**config.mk**
```make
export PLATFORM = sky130hd
export DESIGN_NAME = rtb_bank
export DESIGN_NICKNAME = d
export VERILOG_FILES = /design/src/core/rtb_pkg.sv /design/src/core/rtb_step_timer.sv /design/src/core/rtb_bank.sv
export SDC_FILE = /design/constraint.sdc
export NUM_CORES = 1
export LEC_CHECK = 0
export BUFFER_PORTS_ARGS = -buffer_cell sky130_fd_sc_hd__buf_2
export CORE_ASPECT_RATIO = 1.5
export CORE_MARGIN = 2
export CORE_UTILIZATION = 50
export DETAILED_ROUTE_END_ITERATION = 10
export PLACE_DENSITY = 0.78
export SETUP_SLACK_MARGIN = 0.1
export SLEW_MARGIN = 20
export SYNTH_ARGS = -nofsm -noshare
export SYNTH_HDL_FRONTEND = slang
export SYNTH_SLANG_ARGS = --single-unit
```
**constraint.sdc**
```tcl
create_clock -name core_clk -period 2.29 [get_ports core_clk]
set_clock_uncertainty 0.05 [all_clocks]
set_input_delay 0.1145 -clock core_clk [delete_from_list [all_inputs] [get_ports core_clk]]
set_output_delay 0.1145 -clock core_clk [all_outputs]
set_load 0.02 [all_outputs]
```
**src/core/rtb_pkg.sv**
```systemverilog
// constants, register map and timing for the rf timer and irq mask bank
// Behaviour
// - peer wait count, 64 carrier periods a step, is the longest peer wait
// - squelch count above 5 and below mask receive count: squelch on 20 us after tx end, off after count
// - at squelch end the squelch gain reduction is locked as agc start gain
// - count <= 5 or >= mask receive count: squelch until mask timer expires
// - squelch count uses mask receive step size and range, incl. step bit
// - field-on guard is 75 us plus guard count times 2048 carrier periods
// - main mask bits 7..1 suppress their interrupts; bit 0 unused
// - timer/nfc mask bits 7..0 suppress their eight interrupts
// - error/wake-up mask bits 7..0 suppress their eight interrupts
// - passive target mask bits suppress their interrupts; bit 2 reserved
// - an interrupt status register clears to zero after software reads it
// - mask receive step bit: 0 means 64 carrier periods, 1 means 512
package rtb_pkg;
   // register index = printed offset; byte address = 4 * index
   localparam logic [5:0] IDX_SQUELCH    = 6'h0F; // space b
   localparam logic [5:0] IDX_PEER_WAIT  = 6'h15; // space a
   localparam logic [5:0] IDX_GUARD      = 6'h15; // space b
   localparam logic [5:0] IDX_MASK_MAIN  = 6'h16;
   localparam logic [5:0] IDX_MASK_TNFC  = 6'h17;
   localparam logic [5:0] IDX_MASK_ERR   = 6'h18;
   localparam logic [5:0] IDX_MASK_PT    = 6'h19;
   localparam logic [5:0] IDX_STAT_MAIN  = 6'h1A;
   localparam logic [5:0] IDX_STAT_TNFC  = 6'h1B;
   localparam logic [5:0] IDX_STAT_ERR   = 6'h1C;
   localparam logic [5:0] IDX_STAT_PT    = 6'h1D;
   localparam logic [5:0] IDX_MRT_CTRL   = 6'h12; // bit 3 = step select
   localparam logic [5:0] IDX_MRT_COUNT  = 6'h0E; // space b chosen index
   localparam int         SPACE_BIT      = 8;     // adr bit 8 selects space b
   localparam int         MRT_STEP_BIT   = 3;

   localparam logic [7:0] RST_PEER_WAIT  = 8'h80;
   localparam logic [7:0] RST_GUARD      = 8'h33;
   localparam logic [7:0] RST_ZERO       = 8'h00;
   localparam logic [7:0] MAIN_USED      = 8'hFE;
   localparam logic [7:0] PT_USED        = 8'hFB;
   localparam logic [7:0] SQ_MIN_COUNT   = 8'h05;

   // carrier periods per step
   localparam int FC_PEER_STEP   = 64;
   localparam int FC_MRT_STEP0   = 64;
   localparam int FC_MRT_STEP1   = 512;
   localparam int FC_GUARD_STEP  = 2048;
   localparam int FC_HZ          = 13_560_000;
   localparam int CLK_HZ         = 50_000_000;
   localparam int SQ_DELAY_NS    = 20_000;
   localparam int GUARD_BASE_NS  = 75_000;

   function automatic int fc_to_clk(input int fc_periods);
      fc_to_clk = int'((longint'(fc_periods) * CLK_HZ + FC_HZ - 1) / FC_HZ);
   endfunction

   localparam int CYC_PEER_STEP  = fc_to_clk(FC_PEER_STEP);
   localparam int CYC_MRT_STEP0  = fc_to_clk(FC_MRT_STEP0);
   localparam int CYC_MRT_STEP1  = fc_to_clk(FC_MRT_STEP1);
   localparam int CYC_GUARD_STEP = fc_to_clk(FC_GUARD_STEP);
   localparam int CYC_SQ_DELAY   = SQ_DELAY_NS / (1_000_000_000 / CLK_HZ);
   localparam int CYC_GUARD_BASE = GUARD_BASE_NS / (1_000_000_000 / CLK_HZ);

   typedef enum logic [3:0] {
      RTB_SQ_IDLE  = 4'b0001,
      RTB_SQ_DELAY = 4'b0010,
      RTB_SQ_ON    = 4'b0100,
      RTB_SQ_HOLD  = 4'b1000
   } rtb_sq_e;
endpackage

```
**src/core/rtb_step_timer.sv**
```systemverilog
// step timer: counts a number of steps of a given length, pulses when done
`timescale 1ns/10ps
module rtb_step_timer #(
   parameter int CW = 16
) (
   input  wire logic          core_clk,
   input  wire logic          reset,
   input  wire logic          start,
   input  wire logic [CW-1:0] step_cycles,
   input  wire logic [8:0]    steps,
   output logic               busy,
   output logic               done
);
   logic [CW-1:0] pre_r, pre_nxt;
   logic [8:0]    cnt_r, cnt_nxt;
   logic          busy_r, busy_nxt, done_r, done_nxt;

   always_comb begin
      pre_nxt  = pre_r;
      cnt_nxt  = cnt_r;
      busy_nxt = busy_r;
      done_nxt = 1'b0;
      if (start) begin
         pre_nxt  = step_cycles;
         cnt_nxt  = steps;
         busy_nxt = 1'b1;
      end else if (busy_r) begin
         if (cnt_r == 9'h000) begin
            busy_nxt = 1'b0;
            done_nxt = 1'b1;
         end else if (pre_r <= CW'(1)) begin
            pre_nxt = step_cycles;
            cnt_nxt = cnt_r - 9'h001;
         end else begin
            pre_nxt = pre_r - CW'(1);
         end
      end
   end

   always_ff @(posedge core_clk) begin
      if (reset) begin
         pre_r  <= '0;
         cnt_r  <= 9'h000;
         busy_r <= 1'b0;
         done_r <= 1'b0;
      end else begin
         pre_r  <= pre_nxt;
         cnt_r  <= cnt_nxt;
         busy_r <= busy_nxt;
         done_r <= done_nxt;
      end
   end

   assign busy = busy_r;
   assign done = done_r;
endmodule

```
**src/core/rtb_bank.sv**
```systemverilog
// rf timer register bank, interrupt masks/status, squelch and guard timing
`timescale 1ns/10ps
module rtb_bank (
   input  wire logic        core_clk,
   input  wire logic        reset,
   input  wire logic        wb_cyc_i,
   input  wire logic        wb_stb_i,
   input  wire logic        wb_we_i,
   input  wire logic [10:0] wb_adr_i,
   input  wire logic [3:0]  wb_sel_i,
   input  wire logic [31:0] wb_dat_i,
   output logic      [31:0] wb_dat_o,
   output logic             wb_ack_o,
   input  wire logic [7:0]  ev_main,
   input  wire logic [7:0]  ev_timer_nfc,
   input  wire logic [7:0]  ev_error_wakeup,
   input  wire logic [7:0]  ev_passive_target,
   output logic             irq,
   input  wire logic        tx_end,
   input  wire logic        peer_wait_start,
   input  wire logic        peer_field_on,
   output logic             peer_wait_expired,
   input  wire logic        field_on_cmd,
   output logic             field_guard_done,
   input  wire logic [7:0]  gain_reduction,
   output logic             squelch_on,
   output logic      [7:0]  agc_start_gain
);
   ////////////////////////////////////////////////////////////////////////
   // registers
   logic [7:0] squelch_time_r, squelch_time_nxt;
   logic [7:0] peer_field_wait_time_r, peer_field_wait_time_nxt;
   logic [7:0] field_on_guard_time_r, field_on_guard_time_nxt;
   logic [7:0] main_irq_mask_r, main_irq_mask_nxt;
   logic [7:0] timer_nfc_irq_mask_r, timer_nfc_irq_mask_nxt;
   logic [7:0] error_wakeup_irq_mask_r, error_wakeup_irq_mask_nxt;
   logic [7:0] passive_target_irq_mask_r, passive_target_irq_mask_nxt;
   logic [7:0] mrt_ctrl_r, mrt_ctrl_nxt;
   logic [7:0] mrt_count_r, mrt_count_nxt;
   logic [7:0] st_main_r, st_main_nxt, st_tnfc_r, st_tnfc_nxt;
   logic [7:0] st_err_r, st_err_nxt, st_pt_r, st_pt_nxt;
   logic [31:0] dat_r, dat_nxt;
   logic        ack_r, ack_nxt;

   logic       req, wr, rd, space_b, bad_hi;
   logic [5:0] idx;
   assign req     = wb_cyc_i && wb_stb_i && !ack_r;
   assign wr      = req && wb_we_i && wb_sel_i[0];
   assign rd      = req && !wb_we_i;
   assign space_b = wb_adr_i[rtb_pkg::SPACE_BIT];
   assign idx     = wb_adr_i[7:2];
   assign bad_hi  = wb_adr_i[10:9] != 2'b00;

   function automatic logic hit(input logic b, input logic [5:0] i);
      hit = !bad_hi && (space_b == b) && (idx == i);
   endfunction

   always_comb begin
      squelch_time_nxt            = squelch_time_r;
      peer_field_wait_time_nxt    = peer_field_wait_time_r;
      field_on_guard_time_nxt     = field_on_guard_time_r;
      main_irq_mask_nxt           = main_irq_mask_r;
      timer_nfc_irq_mask_nxt      = timer_nfc_irq_mask_r;
      error_wakeup_irq_mask_nxt   = error_wakeup_irq_mask_r;
      passive_target_irq_mask_nxt = passive_target_irq_mask_r;
      mrt_ctrl_nxt                = mrt_ctrl_r;
      mrt_count_nxt               = mrt_count_r;
      ack_nxt                     = req;
      dat_nxt                     = 32'h0000_0000;
      if (wr) begin
         if (hit(1'b1, rtb_pkg::IDX_SQUELCH))
            squelch_time_nxt = wb_dat_i[7:0];
         if (hit(1'b0, rtb_pkg::IDX_PEER_WAIT))
            peer_field_wait_time_nxt = wb_dat_i[7:0];
         if (hit(1'b1, rtb_pkg::IDX_GUARD))
            field_on_guard_time_nxt = wb_dat_i[7:0];
         if (hit(1'b0, rtb_pkg::IDX_MASK_MAIN))
            main_irq_mask_nxt = wb_dat_i[7:0] & rtb_pkg::MAIN_USED;
         if (hit(1'b0, rtb_pkg::IDX_MASK_TNFC))
            timer_nfc_irq_mask_nxt = wb_dat_i[7:0];
         if (hit(1'b0, rtb_pkg::IDX_MASK_ERR))
            error_wakeup_irq_mask_nxt = wb_dat_i[7:0];
         if (hit(1'b0, rtb_pkg::IDX_MASK_PT))
            passive_target_irq_mask_nxt = wb_dat_i[7:0]
                                        & rtb_pkg::PT_USED;
         if (hit(1'b0, rtb_pkg::IDX_MRT_CTRL))
            mrt_ctrl_nxt = wb_dat_i[7:0];
         if (hit(1'b1, rtb_pkg::IDX_MRT_COUNT))
            mrt_count_nxt = wb_dat_i[7:0];
      end
      if (rd) begin
         if (hit(1'b1, rtb_pkg::IDX_SQUELCH))
            dat_nxt[7:0] = squelch_time_r;
         if (hit(1'b0, rtb_pkg::IDX_PEER_WAIT))
            dat_nxt[7:0] = peer_field_wait_time_r;
         if (hit(1'b1, rtb_pkg::IDX_GUARD))
            dat_nxt[7:0] = field_on_guard_time_r;
         if (hit(1'b0, rtb_pkg::IDX_MASK_MAIN))
            dat_nxt[7:0] = main_irq_mask_r;
         if (hit(1'b0, rtb_pkg::IDX_MASK_TNFC))
            dat_nxt[7:0] = timer_nfc_irq_mask_r;
         if (hit(1'b0, rtb_pkg::IDX_MASK_ERR))
            dat_nxt[7:0] = error_wakeup_irq_mask_r;
         if (hit(1'b0, rtb_pkg::IDX_MASK_PT))
            dat_nxt[7:0] = passive_target_irq_mask_r;
         if (hit(1'b0, rtb_pkg::IDX_MRT_CTRL))
            dat_nxt[7:0] = mrt_ctrl_r;
         if (hit(1'b1, rtb_pkg::IDX_MRT_COUNT))
            dat_nxt[7:0] = mrt_count_r;
         if (hit(1'b0, rtb_pkg::IDX_STAT_MAIN))
            dat_nxt[7:0] = st_main_r;
         if (hit(1'b0, rtb_pkg::IDX_STAT_TNFC))
            dat_nxt[7:0] = st_tnfc_r;
         if (hit(1'b0, rtb_pkg::IDX_STAT_ERR))
            dat_nxt[7:0] = st_err_r;
         if (hit(1'b0, rtb_pkg::IDX_STAT_PT))
            dat_nxt[7:0] = st_pt_r;
      end
   end

   ////////////////////////////////////////////////////////////////////////
   // interrupt status: read clears, a same-cycle event survives the clear
   function automatic logic [7:0] sticky(input logic [7:0] cur,
                                         input logic [7:0] ev,
                                         input logic       clr);
      sticky = (clr ? 8'h00 : cur) | ev;
   endfunction

   always_comb begin
      st_main_nxt = sticky(st_main_r, ev_main & rtb_pkg::MAIN_USED,
                           rd && hit(1'b0, rtb_pkg::IDX_STAT_MAIN));
      st_tnfc_nxt = sticky(st_tnfc_r, ev_timer_nfc,
                           rd && hit(1'b0, rtb_pkg::IDX_STAT_TNFC));
      st_err_nxt  = sticky(st_err_r, ev_error_wakeup,
                           rd && hit(1'b0, rtb_pkg::IDX_STAT_ERR));
      st_pt_nxt   = sticky(st_pt_r, ev_passive_target & rtb_pkg::PT_USED,
                           rd && hit(1'b0, rtb_pkg::IDX_STAT_PT));
   end

   // a 1 in a mask suppresses the request only
   assign irq = |(st_main_r & ~main_irq_mask_r)
              | |(st_tnfc_r & ~timer_nfc_irq_mask_r)
              | |(st_err_r & ~error_wakeup_irq_mask_r)
              | |(st_pt_r & ~passive_target_irq_mask_r);

   always_ff @(posedge core_clk) begin
      if (reset) begin
         squelch_time_r            <= rtb_pkg::RST_ZERO;
         peer_field_wait_time_r    <= rtb_pkg::RST_PEER_WAIT;
         field_on_guard_time_r     <= rtb_pkg::RST_GUARD;
         main_irq_mask_r           <= rtb_pkg::RST_ZERO;
         timer_nfc_irq_mask_r      <= rtb_pkg::RST_ZERO;
         error_wakeup_irq_mask_r   <= rtb_pkg::RST_ZERO;
         passive_target_irq_mask_r <= rtb_pkg::RST_ZERO;
         mrt_ctrl_r                <= rtb_pkg::RST_ZERO;
         mrt_count_r               <= rtb_pkg::RST_ZERO;
         st_main_r                 <= rtb_pkg::RST_ZERO;
         st_tnfc_r                 <= rtb_pkg::RST_ZERO;
         st_err_r                  <= rtb_pkg::RST_ZERO;
         st_pt_r                   <= rtb_pkg::RST_ZERO;
         dat_r                     <= 32'h0000_0000;
         ack_r                     <= 1'b0;
      end else begin
         squelch_time_r            <= squelch_time_nxt;
         peer_field_wait_time_r    <= peer_field_wait_time_nxt;
         field_on_guard_time_r     <= field_on_guard_time_nxt;
         main_irq_mask_r           <= main_irq_mask_nxt;
         timer_nfc_irq_mask_r      <= timer_nfc_irq_mask_nxt;
         error_wakeup_irq_mask_r   <= error_wakeup_irq_mask_nxt;
         passive_target_irq_mask_r <= passive_target_irq_mask_nxt;
         mrt_ctrl_r                <= mrt_ctrl_nxt;
         mrt_count_r               <= mrt_count_nxt;
         st_main_r                 <= st_main_nxt;
         st_tnfc_r                 <= st_tnfc_nxt;
         st_err_r                  <= st_err_nxt;
         st_pt_r                   <= st_pt_nxt;
         dat_r                     <= dat_nxt;
         ack_r                     <= ack_nxt;
      end
   end

   assign wb_dat_o = dat_r;
   assign wb_ack_o = ack_r;

   ////////////////////////////////////////////////////////////////////////
   // timers
   localparam int CW = 16;
   logic [CW-1:0] mrt_step_cyc;
   logic          peer_busy, guard_base_done, sq_done, mrt_done;
   logic          sq_start, mrt_start;

   // squelch and mask receive share one step length
   assign mrt_step_cyc = mrt_ctrl_r[rtb_pkg::MRT_STEP_BIT]
                       ? CW'(rtb_pkg::CYC_MRT_STEP1)
                       : CW'(rtb_pkg::CYC_MRT_STEP0);

   // peer wait: expiry always reported; the peer field is left to the caller
   rtb_step_timer #(.CW(CW)) u_peer (
      .core_clk    (core_clk),
      .reset       (reset),
      .start       (peer_wait_start),
      .step_cycles (CW'(rtb_pkg::CYC_PEER_STEP)),
      .steps       ({1'b0, peer_field_wait_time_r}),
      .busy        (peer_busy),
      .done        (peer_wait_expired)
   );

   // guard: base interval counted as one step, then count steps
   rtb_step_timer #(.CW(CW)) u_guard_base (
      .core_clk    (core_clk),
      .reset       (reset),
      .start       (field_on_cmd),
      .step_cycles (CW'(rtb_pkg::CYC_GUARD_BASE)),
      .steps       (9'h001),
      .busy        (),
      .done        (guard_base_done)
   );
   rtb_step_timer #(.CW(CW)) u_guard (
      .core_clk    (core_clk),
      .reset       (reset),
      .start       (guard_base_done),
      .step_cycles (CW'(rtb_pkg::CYC_GUARD_STEP)),
      .steps       ({1'b0, field_on_guard_time_r}),
      .busy        (),
      .done        (field_guard_done)
   );

   // mask receive timer runs from tx end; squelch shares its steps
   assign mrt_start = tx_end;
   rtb_step_timer #(.CW(CW)) u_mrt (
      .core_clk    (core_clk),
      .reset       (reset),
      .start       (mrt_start),
      .step_cycles (mrt_step_cyc),
      .steps       ({1'b0, mrt_count_r}),
      .busy        (),
      .done        (mrt_done)
   );
   rtb_step_timer #(.CW(CW)) u_sq (
      .core_clk    (core_clk),
      .reset       (reset),
      .start       (sq_start),
      .step_cycles (mrt_step_cyc),
      .steps       ({1'b0, squelch_time_r}),
      .busy        (),
      .done        (sq_done)
   );

   ////////////////////////////////////////////////////////////////////////
   // squelch sequencer
   rtb_pkg::rtb_sq_e sq_r, sq_nxt;
   logic [CW-1:0]    dly_r, dly_nxt;
   logic [7:0]       gain_r, gain_nxt;
   logic             short_mode;

   // short or too long counts fall back to the mask receive timer
   assign short_mode = (squelch_time_r <= rtb_pkg::SQ_MIN_COUNT)
                    || (squelch_time_r >= mrt_count_r);

   always_comb begin
      sq_nxt   = sq_r;
      dly_nxt  = dly_r;
      gain_nxt = gain_r;
      sq_start = 1'b0;
      unique case (sq_r)
         rtb_pkg::RTB_SQ_IDLE: begin
            if (tx_end) begin
               if (short_mode)
                  sq_nxt = rtb_pkg::RTB_SQ_HOLD;
               else begin
                  sq_nxt  = rtb_pkg::RTB_SQ_DELAY;
                  dly_nxt = CW'(rtb_pkg::CYC_SQ_DELAY);
               end
            end
         end
         rtb_pkg::RTB_SQ_DELAY: begin
            if (dly_r <= CW'(1)) begin
               sq_nxt   = rtb_pkg::RTB_SQ_ON;
               sq_start = 1'b1;
            end else
               dly_nxt = dly_r - CW'(1);
         end
         rtb_pkg::RTB_SQ_ON: begin
            if (sq_done) begin
               sq_nxt   = rtb_pkg::RTB_SQ_IDLE;
               gain_nxt = gain_reduction;
            end
         end
         rtb_pkg::RTB_SQ_HOLD: begin
            if (mrt_done) begin
               sq_nxt   = rtb_pkg::RTB_SQ_IDLE;
               gain_nxt = gain_reduction;
            end
         end
      endcase
   end

   always_ff @(posedge core_clk) begin
      if (reset) begin
         sq_r   <= rtb_pkg::RTB_SQ_IDLE;
         dly_r  <= '0;
         gain_r <= rtb_pkg::RST_ZERO;
      end else begin
         sq_r   <= sq_nxt;
         dly_r  <= dly_nxt;
         gain_r <= gain_nxt;
      end
   end

   assign squelch_on = (sq_r == rtb_pkg::RTB_SQ_ON)
                    || (sq_r == rtb_pkg::RTB_SQ_HOLD);
   assign agc_start_gain = gain_r;
endmodule

```
# Yosys cells after proc, flatten, opt, wreduce, memory -nomap -nowiden
# Cells that the tools add are included.
[op_classes]
n_addsub = 11
n_mul = 0
n_div = 0
magnitude_cmp = 8
n_eq_ne = 27
n_shift = 0
mux = 93
bitwise_logic = 27
reduce_logical = 92
[ops]
columns = ["op", "n"]
rows = [
  ["$mux 8", 38],
  ["$mux 16", 14],
  ["$le 16x1->1 const B", 6],
  ["$sub 16x1->16 const B", 6],
  ["$eq 6x5->1 const B", 10],
  ["$logic_not 9->1", 5],
  ["$sub 9x1->9 const B", 5],
  ["$mux 13", 3],
  ["$mux 12", 3],
  ["$reduce_and 2->1", 17],
  ["$reduce_and 3->1", 11],
  ["$and 8x8->8", 4],
  ["$not 8->8", 4],
  ["$or 8x8->8", 4],
  ["$pmux 16 s2", 1],
  ["$reduce_or 8->1", 4],
  ["$mux 1", 26],
  ["$reduce_bool 2->1", 13],
  ["$logic_and 1x1->1", 24],
  ["$mux 4", 5],
  ["$ne 2x2->1 const B", 9],
  ["$pmux 4 s4", 1],
  ["$pmux 8 s2", 1],
  ["$reduce_or 3->1", 5],
  ["15 further kinds", 39],
]
[totals]
regBits = 298
latchBits = 0
ram_bits = 0
mem_bits_ro = 0
input_bits = 96
out_inout_bits = 45
word_cells = 305
n_memories = 0

# Depth between registers and ports, before layout
[depth]
word_depth = 17
mapped_depth = 10
mapped_depth_nobuf = 8

# Hierarchy
# A second synthesis with hierarchy kept.
[hier_totals]
hier_cells = 1860
hier_area_um2 = 15484.9
[modules_own_cells]
columns = ["mod", "n_inst", "cells_each", "area_each_um2", "seq_area_each_um2"]
rows = [
  ["rtb_bank", 1, 855, 6949.2, 2742.6],
  ["rtb_step_timer (u_guard_base ...)", 4, 201, 1714.1, 540.5],
  ["rtb_step_timer (u_guard)", 1, 201, 1679.1, 540.5],
]

# Least setup slack after synthesis
# OpenSTA, ideal clock, no wires.
[synth_timing]
kind = "flip-flop to flip-flop"
start = "reg u_mrt.cnt_r[0]"
end = "reg u_mrt.cnt_r[4]"
setup_ns = 0.128
arrival_time_ns = 2.112
required_ns = 2.112
setup_slack_ns = 0.000
path_stages_with_launch = 10
path_buffers = 2
period_less_slack_ns = 2.290
path_cell_list = "dfxtp_1 -> inv_1 -> ha_1 -> or4b_1 -> or3_1 -> a41o_1 -> buf_2 -> buf_2 -> a22oi_1 -> nor2_1"
[synth_via]
elab_chain_cells = 5
word_cells_on_any_way = 8
cone_classes = "1 x add/sub; 1 x eq/ne; 4 x mux; 2 x reduce/logical"
[synth_rtl]
columns = ["element", "line_no", "source"]
rows = [
  ["start: declaration", "rtb_step_timer.sv:15", "logic [8:0] cnt_r, cnt_nxt;"],
  ["start signal: assignment", "rtb_step_timer.sv:48", "cnt_r <= cnt_nxt;"],
  ["$sub 9x1->9", "rtb_step_timer.sv:33", "cnt_nxt = cnt_r - 9'h001;"],
  ["$mux 8", "rtb_step_timer.sv:31", "end else if (pre_r <= CW'(1)) begin"],
  ["$mux 8", "rtb_step_timer.sv:28", "if (cnt_r == 9'h000) begin"],
  ["$mux 8", "rtb_step_timer.sv:27", "end else if (busy_r) begin"],
  ["$mux 8", "rtb_step_timer.sv:23", "if (start) begin"],
]
# Parallel ways exist; a longest one is shown, timed or not. The select of a mux whose other input is x is not followed.
# A chain may end at the register's enable or synchronous reset.

# Worst setup path after layout
[layout_timing]
start = "reg main_irq_mask_r[1]"
end = "out irq"
[layout_via]
elab_chain_cells = 6
[layout_rtl]
columns = ["element", "line_no", "source"]
rows = [
  ["start: declaration", "rtb_bank.sv:34", "logic [7:0] main_irq_mask_r, main_irq_mask_nxt;"],
  ["start signal: assignment", "rtb_bank.sv:151", "main_irq_mask_r <= rtb_pkg::RST_ZERO;"],
  ["start signal: assignment", "rtb_bank.sv:167", "main_irq_mask_r <= main_irq_mask_nxt;"],
  ["$not 8->8", "rtb_bank.sv:141", "assign irq = |(st_main_r & ~main_irq_mask_r)"],
  ["$and 8x8->8", "rtb_bank.sv:141", ""],
  ["$reduce_or 8->1", "rtb_bank.sv:141", ""],
  ["$or 1x1->1", "rtb_bank.sv:142", "| |(st_tnfc_r & ~timer_nfc_irq_mask_r)"],
  ["$or 1x1->1", "rtb_bank.sv:143", "| |(st_err_r & ~error_wakeup_irq_mask_r)"],
  ["$or 1x1->1", "rtb_bank.sv:144", "| |(st_pt_r & ~passive_target_irq_mask_r);"],
  ["end: declaration", "rtb_bank.sv:18", "output logic irq,"],
]
# No other way between the ends.

==> results by group <==
Run status
  – Run status: finished, final reports clean

Clock tree
  – CTS Root Cell: clkbuf_16
  – CTS H-tree lvls: 1
  – Reg clk slew, reported paths: ~70 ps
  – CTS tree: built
  – Clock tree sinks: between 200 and 300
  – Max clock buf depth: 3
  – CTS buffer count: 26
  – Worst skew pair latency: around 560 ps

Worst setup path
  – Worst endpoint required time: 2130 ps
  – Crit. End Element: output port
  – Crit path to: irq
  – CP Max Fanout: 3
  – Setup crit start kind: flip-flop
  – R2R depth: 8
  – Capture point of the worst reg-to-reg path: u_mrt.pre_r[9]
  – Arrival @ worst endpoint: approximately 2100 ps
  – Critical path class: reg -> out
  – Crit path launch: main_irq_mask_r[1]
  – RR Startpoint: u_mrt.pre_r[8]
  – Worst R2R Setup Slack: 80 ps

Timing
  – Fin crit share: 1.00
  – Worst slew pin tran: 646 ps
  – Worst slew margin: 0.569
  – RSZ-0062 raised after global routing: yes
  – Min Tclk post-route: 2290 ps
  – Setup_tns: 0 ps
  – Fin Hold WS: between 100 and 150 ps
  – Hold Vio Cnt, Final: 0
  – Max Slew Vio Count: 0
  – Fmax: 437 MHz
  – Final setup violation count: 0

Synth
  – Synth area leaders: dfxtp_1, nor2_1, a21oi_1
  – Synth area leader: dfxtp_1
  – Post-synthesis sequential area ratio: 0.389
  – EDFF count, synth: 0
  – Synthesized cell area: 14000 um2
  – Mapped Cells: approximately 1700
  – Synth unique cells: 92
  – Synth top cells by count: dfxtp_1, nor2_1, a21oi_1
  – Yosys top cell area share: 0.389
  – Count leader, synth: dfxtp_1
  – Synth Register Bits: ~270
  – Primary FF master, synth: dfxtp_1
  – Avg Cell Area, Syn: 8.11 um2
  – Ys async rst share: 0
  – Warnings, synthesis: 0

Pwr
  – Switching share of total power: 0.267
  – Psw: 3.08 mW
  – Cell Pwr Density: 661 nW/um2
  – Clock power share: 0.415
  – Combinational power share: 0.150
  – Leakage Power: 7.12 nW
  – Int Power: about 8.5 mW
  – Max IR drop VDD: around 0.0006 V
  – Sequential power share: 0.434

Place
  – IO Port Bufs: 84
  – Placed cells: approximately 2200
  – Dpl hpwl: 27600 um
  – Routability cong.: between 0.9 and 1

Hold path
  – Min-delay src: wb_we_i
  – Worst Hold Class: in -> reg

Cells and area
  – Diode count: 0
  – Share of cells above drive strength 1: 0.195
  – Final nets: roughly 2100
  – Fill count: 2193
  – Final cell count without fillers: 2302
  – Area Growth Syn to Fin: 24.9%
  – Fin util: 0.630

Job
  – Max_cap viols: 0

Floorplan
  – Die Span Y: 209 um
  – I/O Pins: approximately 140
  – Initial core utilization: 0.504
  – Die width: 141 um
  – Core area: approximately 28000 um2
  – Die Area: 29400 um2
  – Row count: 75

Drt
  – Pre-antenna DRT Iters: 5
  – First DRT Iteration DRCs: 1144
  – Drc violations: 0
  – Drt via density: 6.06
  – Final wirelength: 42000 um
  – Final antenna-violating net count: 0
  – WL per Instance: 18.3 um
  – Via count: ~14000

Global route
  – Initial antenna violation count: 0
  – GR Util met1: 0.287
  – M2 GR Usage: 0.496
  – Tot GR Track Use: 0.269
  – Vias in the first global route: between 10000 and 15000
  – Met3 GRT Util: 0.0335
  – GRT overflow: 0
  – First-pass GRT wire length: roughly 66000 um
  – GRT Max-Usage Layer: met2
  – Largest net degree at the start of global routing: 116
==> worst max-delay path: stages (launching register included) <==
cell and delay (ps):
dfxtp_1 400, o22ai_1 100, or4_1 530, nor4_2 180
nand4_1 160, buf_4 200
==> per-stage QoR <==
stage	worst slack [ps]	total power, mW	instance area (um2)
after global placement	35.3	6.46	15300
after floorplan	101	6.09	14100
after CTS	50.0	11.4	17000
after global routing	-20.9	11.9	17500
after detailed placement	-3.95	6.50	15300
final	0.00822	11.6	17500
==> how the worst min path moves through the flow <==
stage / end / slack [ps] / depth (start not counted)
3_5_place_dp: st_err_r[3] / 270 / 3
2_1_floorplan: st_err_r[0] / 180 / 2
5_1_grt: error_wakeup_irq_mask_r[2] / 160 / 6
4_1_cts: error_wakeup_irq_mask_r[2] / 130 / 6
3_3_place_gp: st_main_r[3] / 270 / 3
6_report: error_wakeup_irq_mask_r[2] / 140 / 6
==> layout by cell type (no fill, tap or decap), drive strengths merged, types with 7 or more instances in the layout <==
cell,count
or4b,7
mux2i,60
or3,22
o21a,12
xor2,35
conb,24
nand4,27
a22oi,14
clkbuf,35
o21ai,88
buf,217
nor2b,14
nand2b,13
nand2,126
nor3b,8
o22ai,26
a221oi,7
or4,17
a31oi,21
nand3,74
nand3b,10
ha,26
nor4,38
nor3,68
a211oi,8
dlygate4sd3,52
o31ai,9
nor2,248
a21oi,136
a21o,9
and2,7
dfxtp,272
xnor2,43
inv,76
clkinv,8
o211a,8
==> state kept, by name, summed over array words and instances (netlist names), 8 cells and up <==
name,cells
timer_nfc_irq_mask_r,8
u_peer.cnt_r,9
u_guard_base.cnt_r,9
agc_start_gain,8
error_wakeup_irq_mask_r,8
u_mrt.pre_r,16
u_sq.pre_r,16
wb_dat_o,8
u_sq.cnt_r,9
field_on_guard_time_r,8
st_tnfc_r,8
mrt_ctrl_r,8
dly_r,16
st_err_r,8
u_guard_base.pre_r,16
mrt_count_r,8
squelch_time_r,8
u_mrt.cnt_r,9
peer_field_wait_time_r,8
u_guard.pre_r,16
u_peer.pre_r,16
u_guard.cnt_r,9
==> what timing repair did <==
item                                    in CTS  in global routing
buffers inserted                            11                 13
hold endpoints to repair                   114                  0
pin swaps                                   14                 37
resized for setup                           32                 80
gates cloned                                 0                  5
endpoints found under the setup margin      74                104
hold buffers                                52                  0
==> layer usage <==
metal	vias to the layer above	routed length (um)
met1	6642	15600
met4	0	2720
met2	585	21500
met5	-	0
li1	6539	-
met3	185	2220
==> cell type report <==
class                   count  area (um2)  area share
well taps                 346         433      0.0247
inverters                  75         282      0.0161
flip-flops and latches    272        5460       0.312
clock buffers              33         738      0.0422
multi-input cells        1290        8260       0.472
repair buffers            271        2110       0.121
clock inverters            15         213      0.0122
==> cells by family after synthesis <==
family | synth area share
AND/OR/NAND/NOR | 0.261
multiplexers | 0.0429
adder cells (fa/ha/maj) | 0.0232
buffers and inverters | 0.0594
XOR/XNOR | 0.0488
flip-flops | 0.389
other | 0.000268
AO/OA/AOI/OAI | 0.176
==> power by group through the flow <==
stage	logic, mW	clock network [mW]	registers, mW
after floorplan	0.994	0	5.09
after global placement	1.35	0	5.11
after detailed placement	1.39	0	5.11
after CTS	1.52	4.85	5.01
after global routing	1.86	5.03	5.04
final	1.74	4.80	5.02
Note: power is estimated with default switching activity, not from simulation.
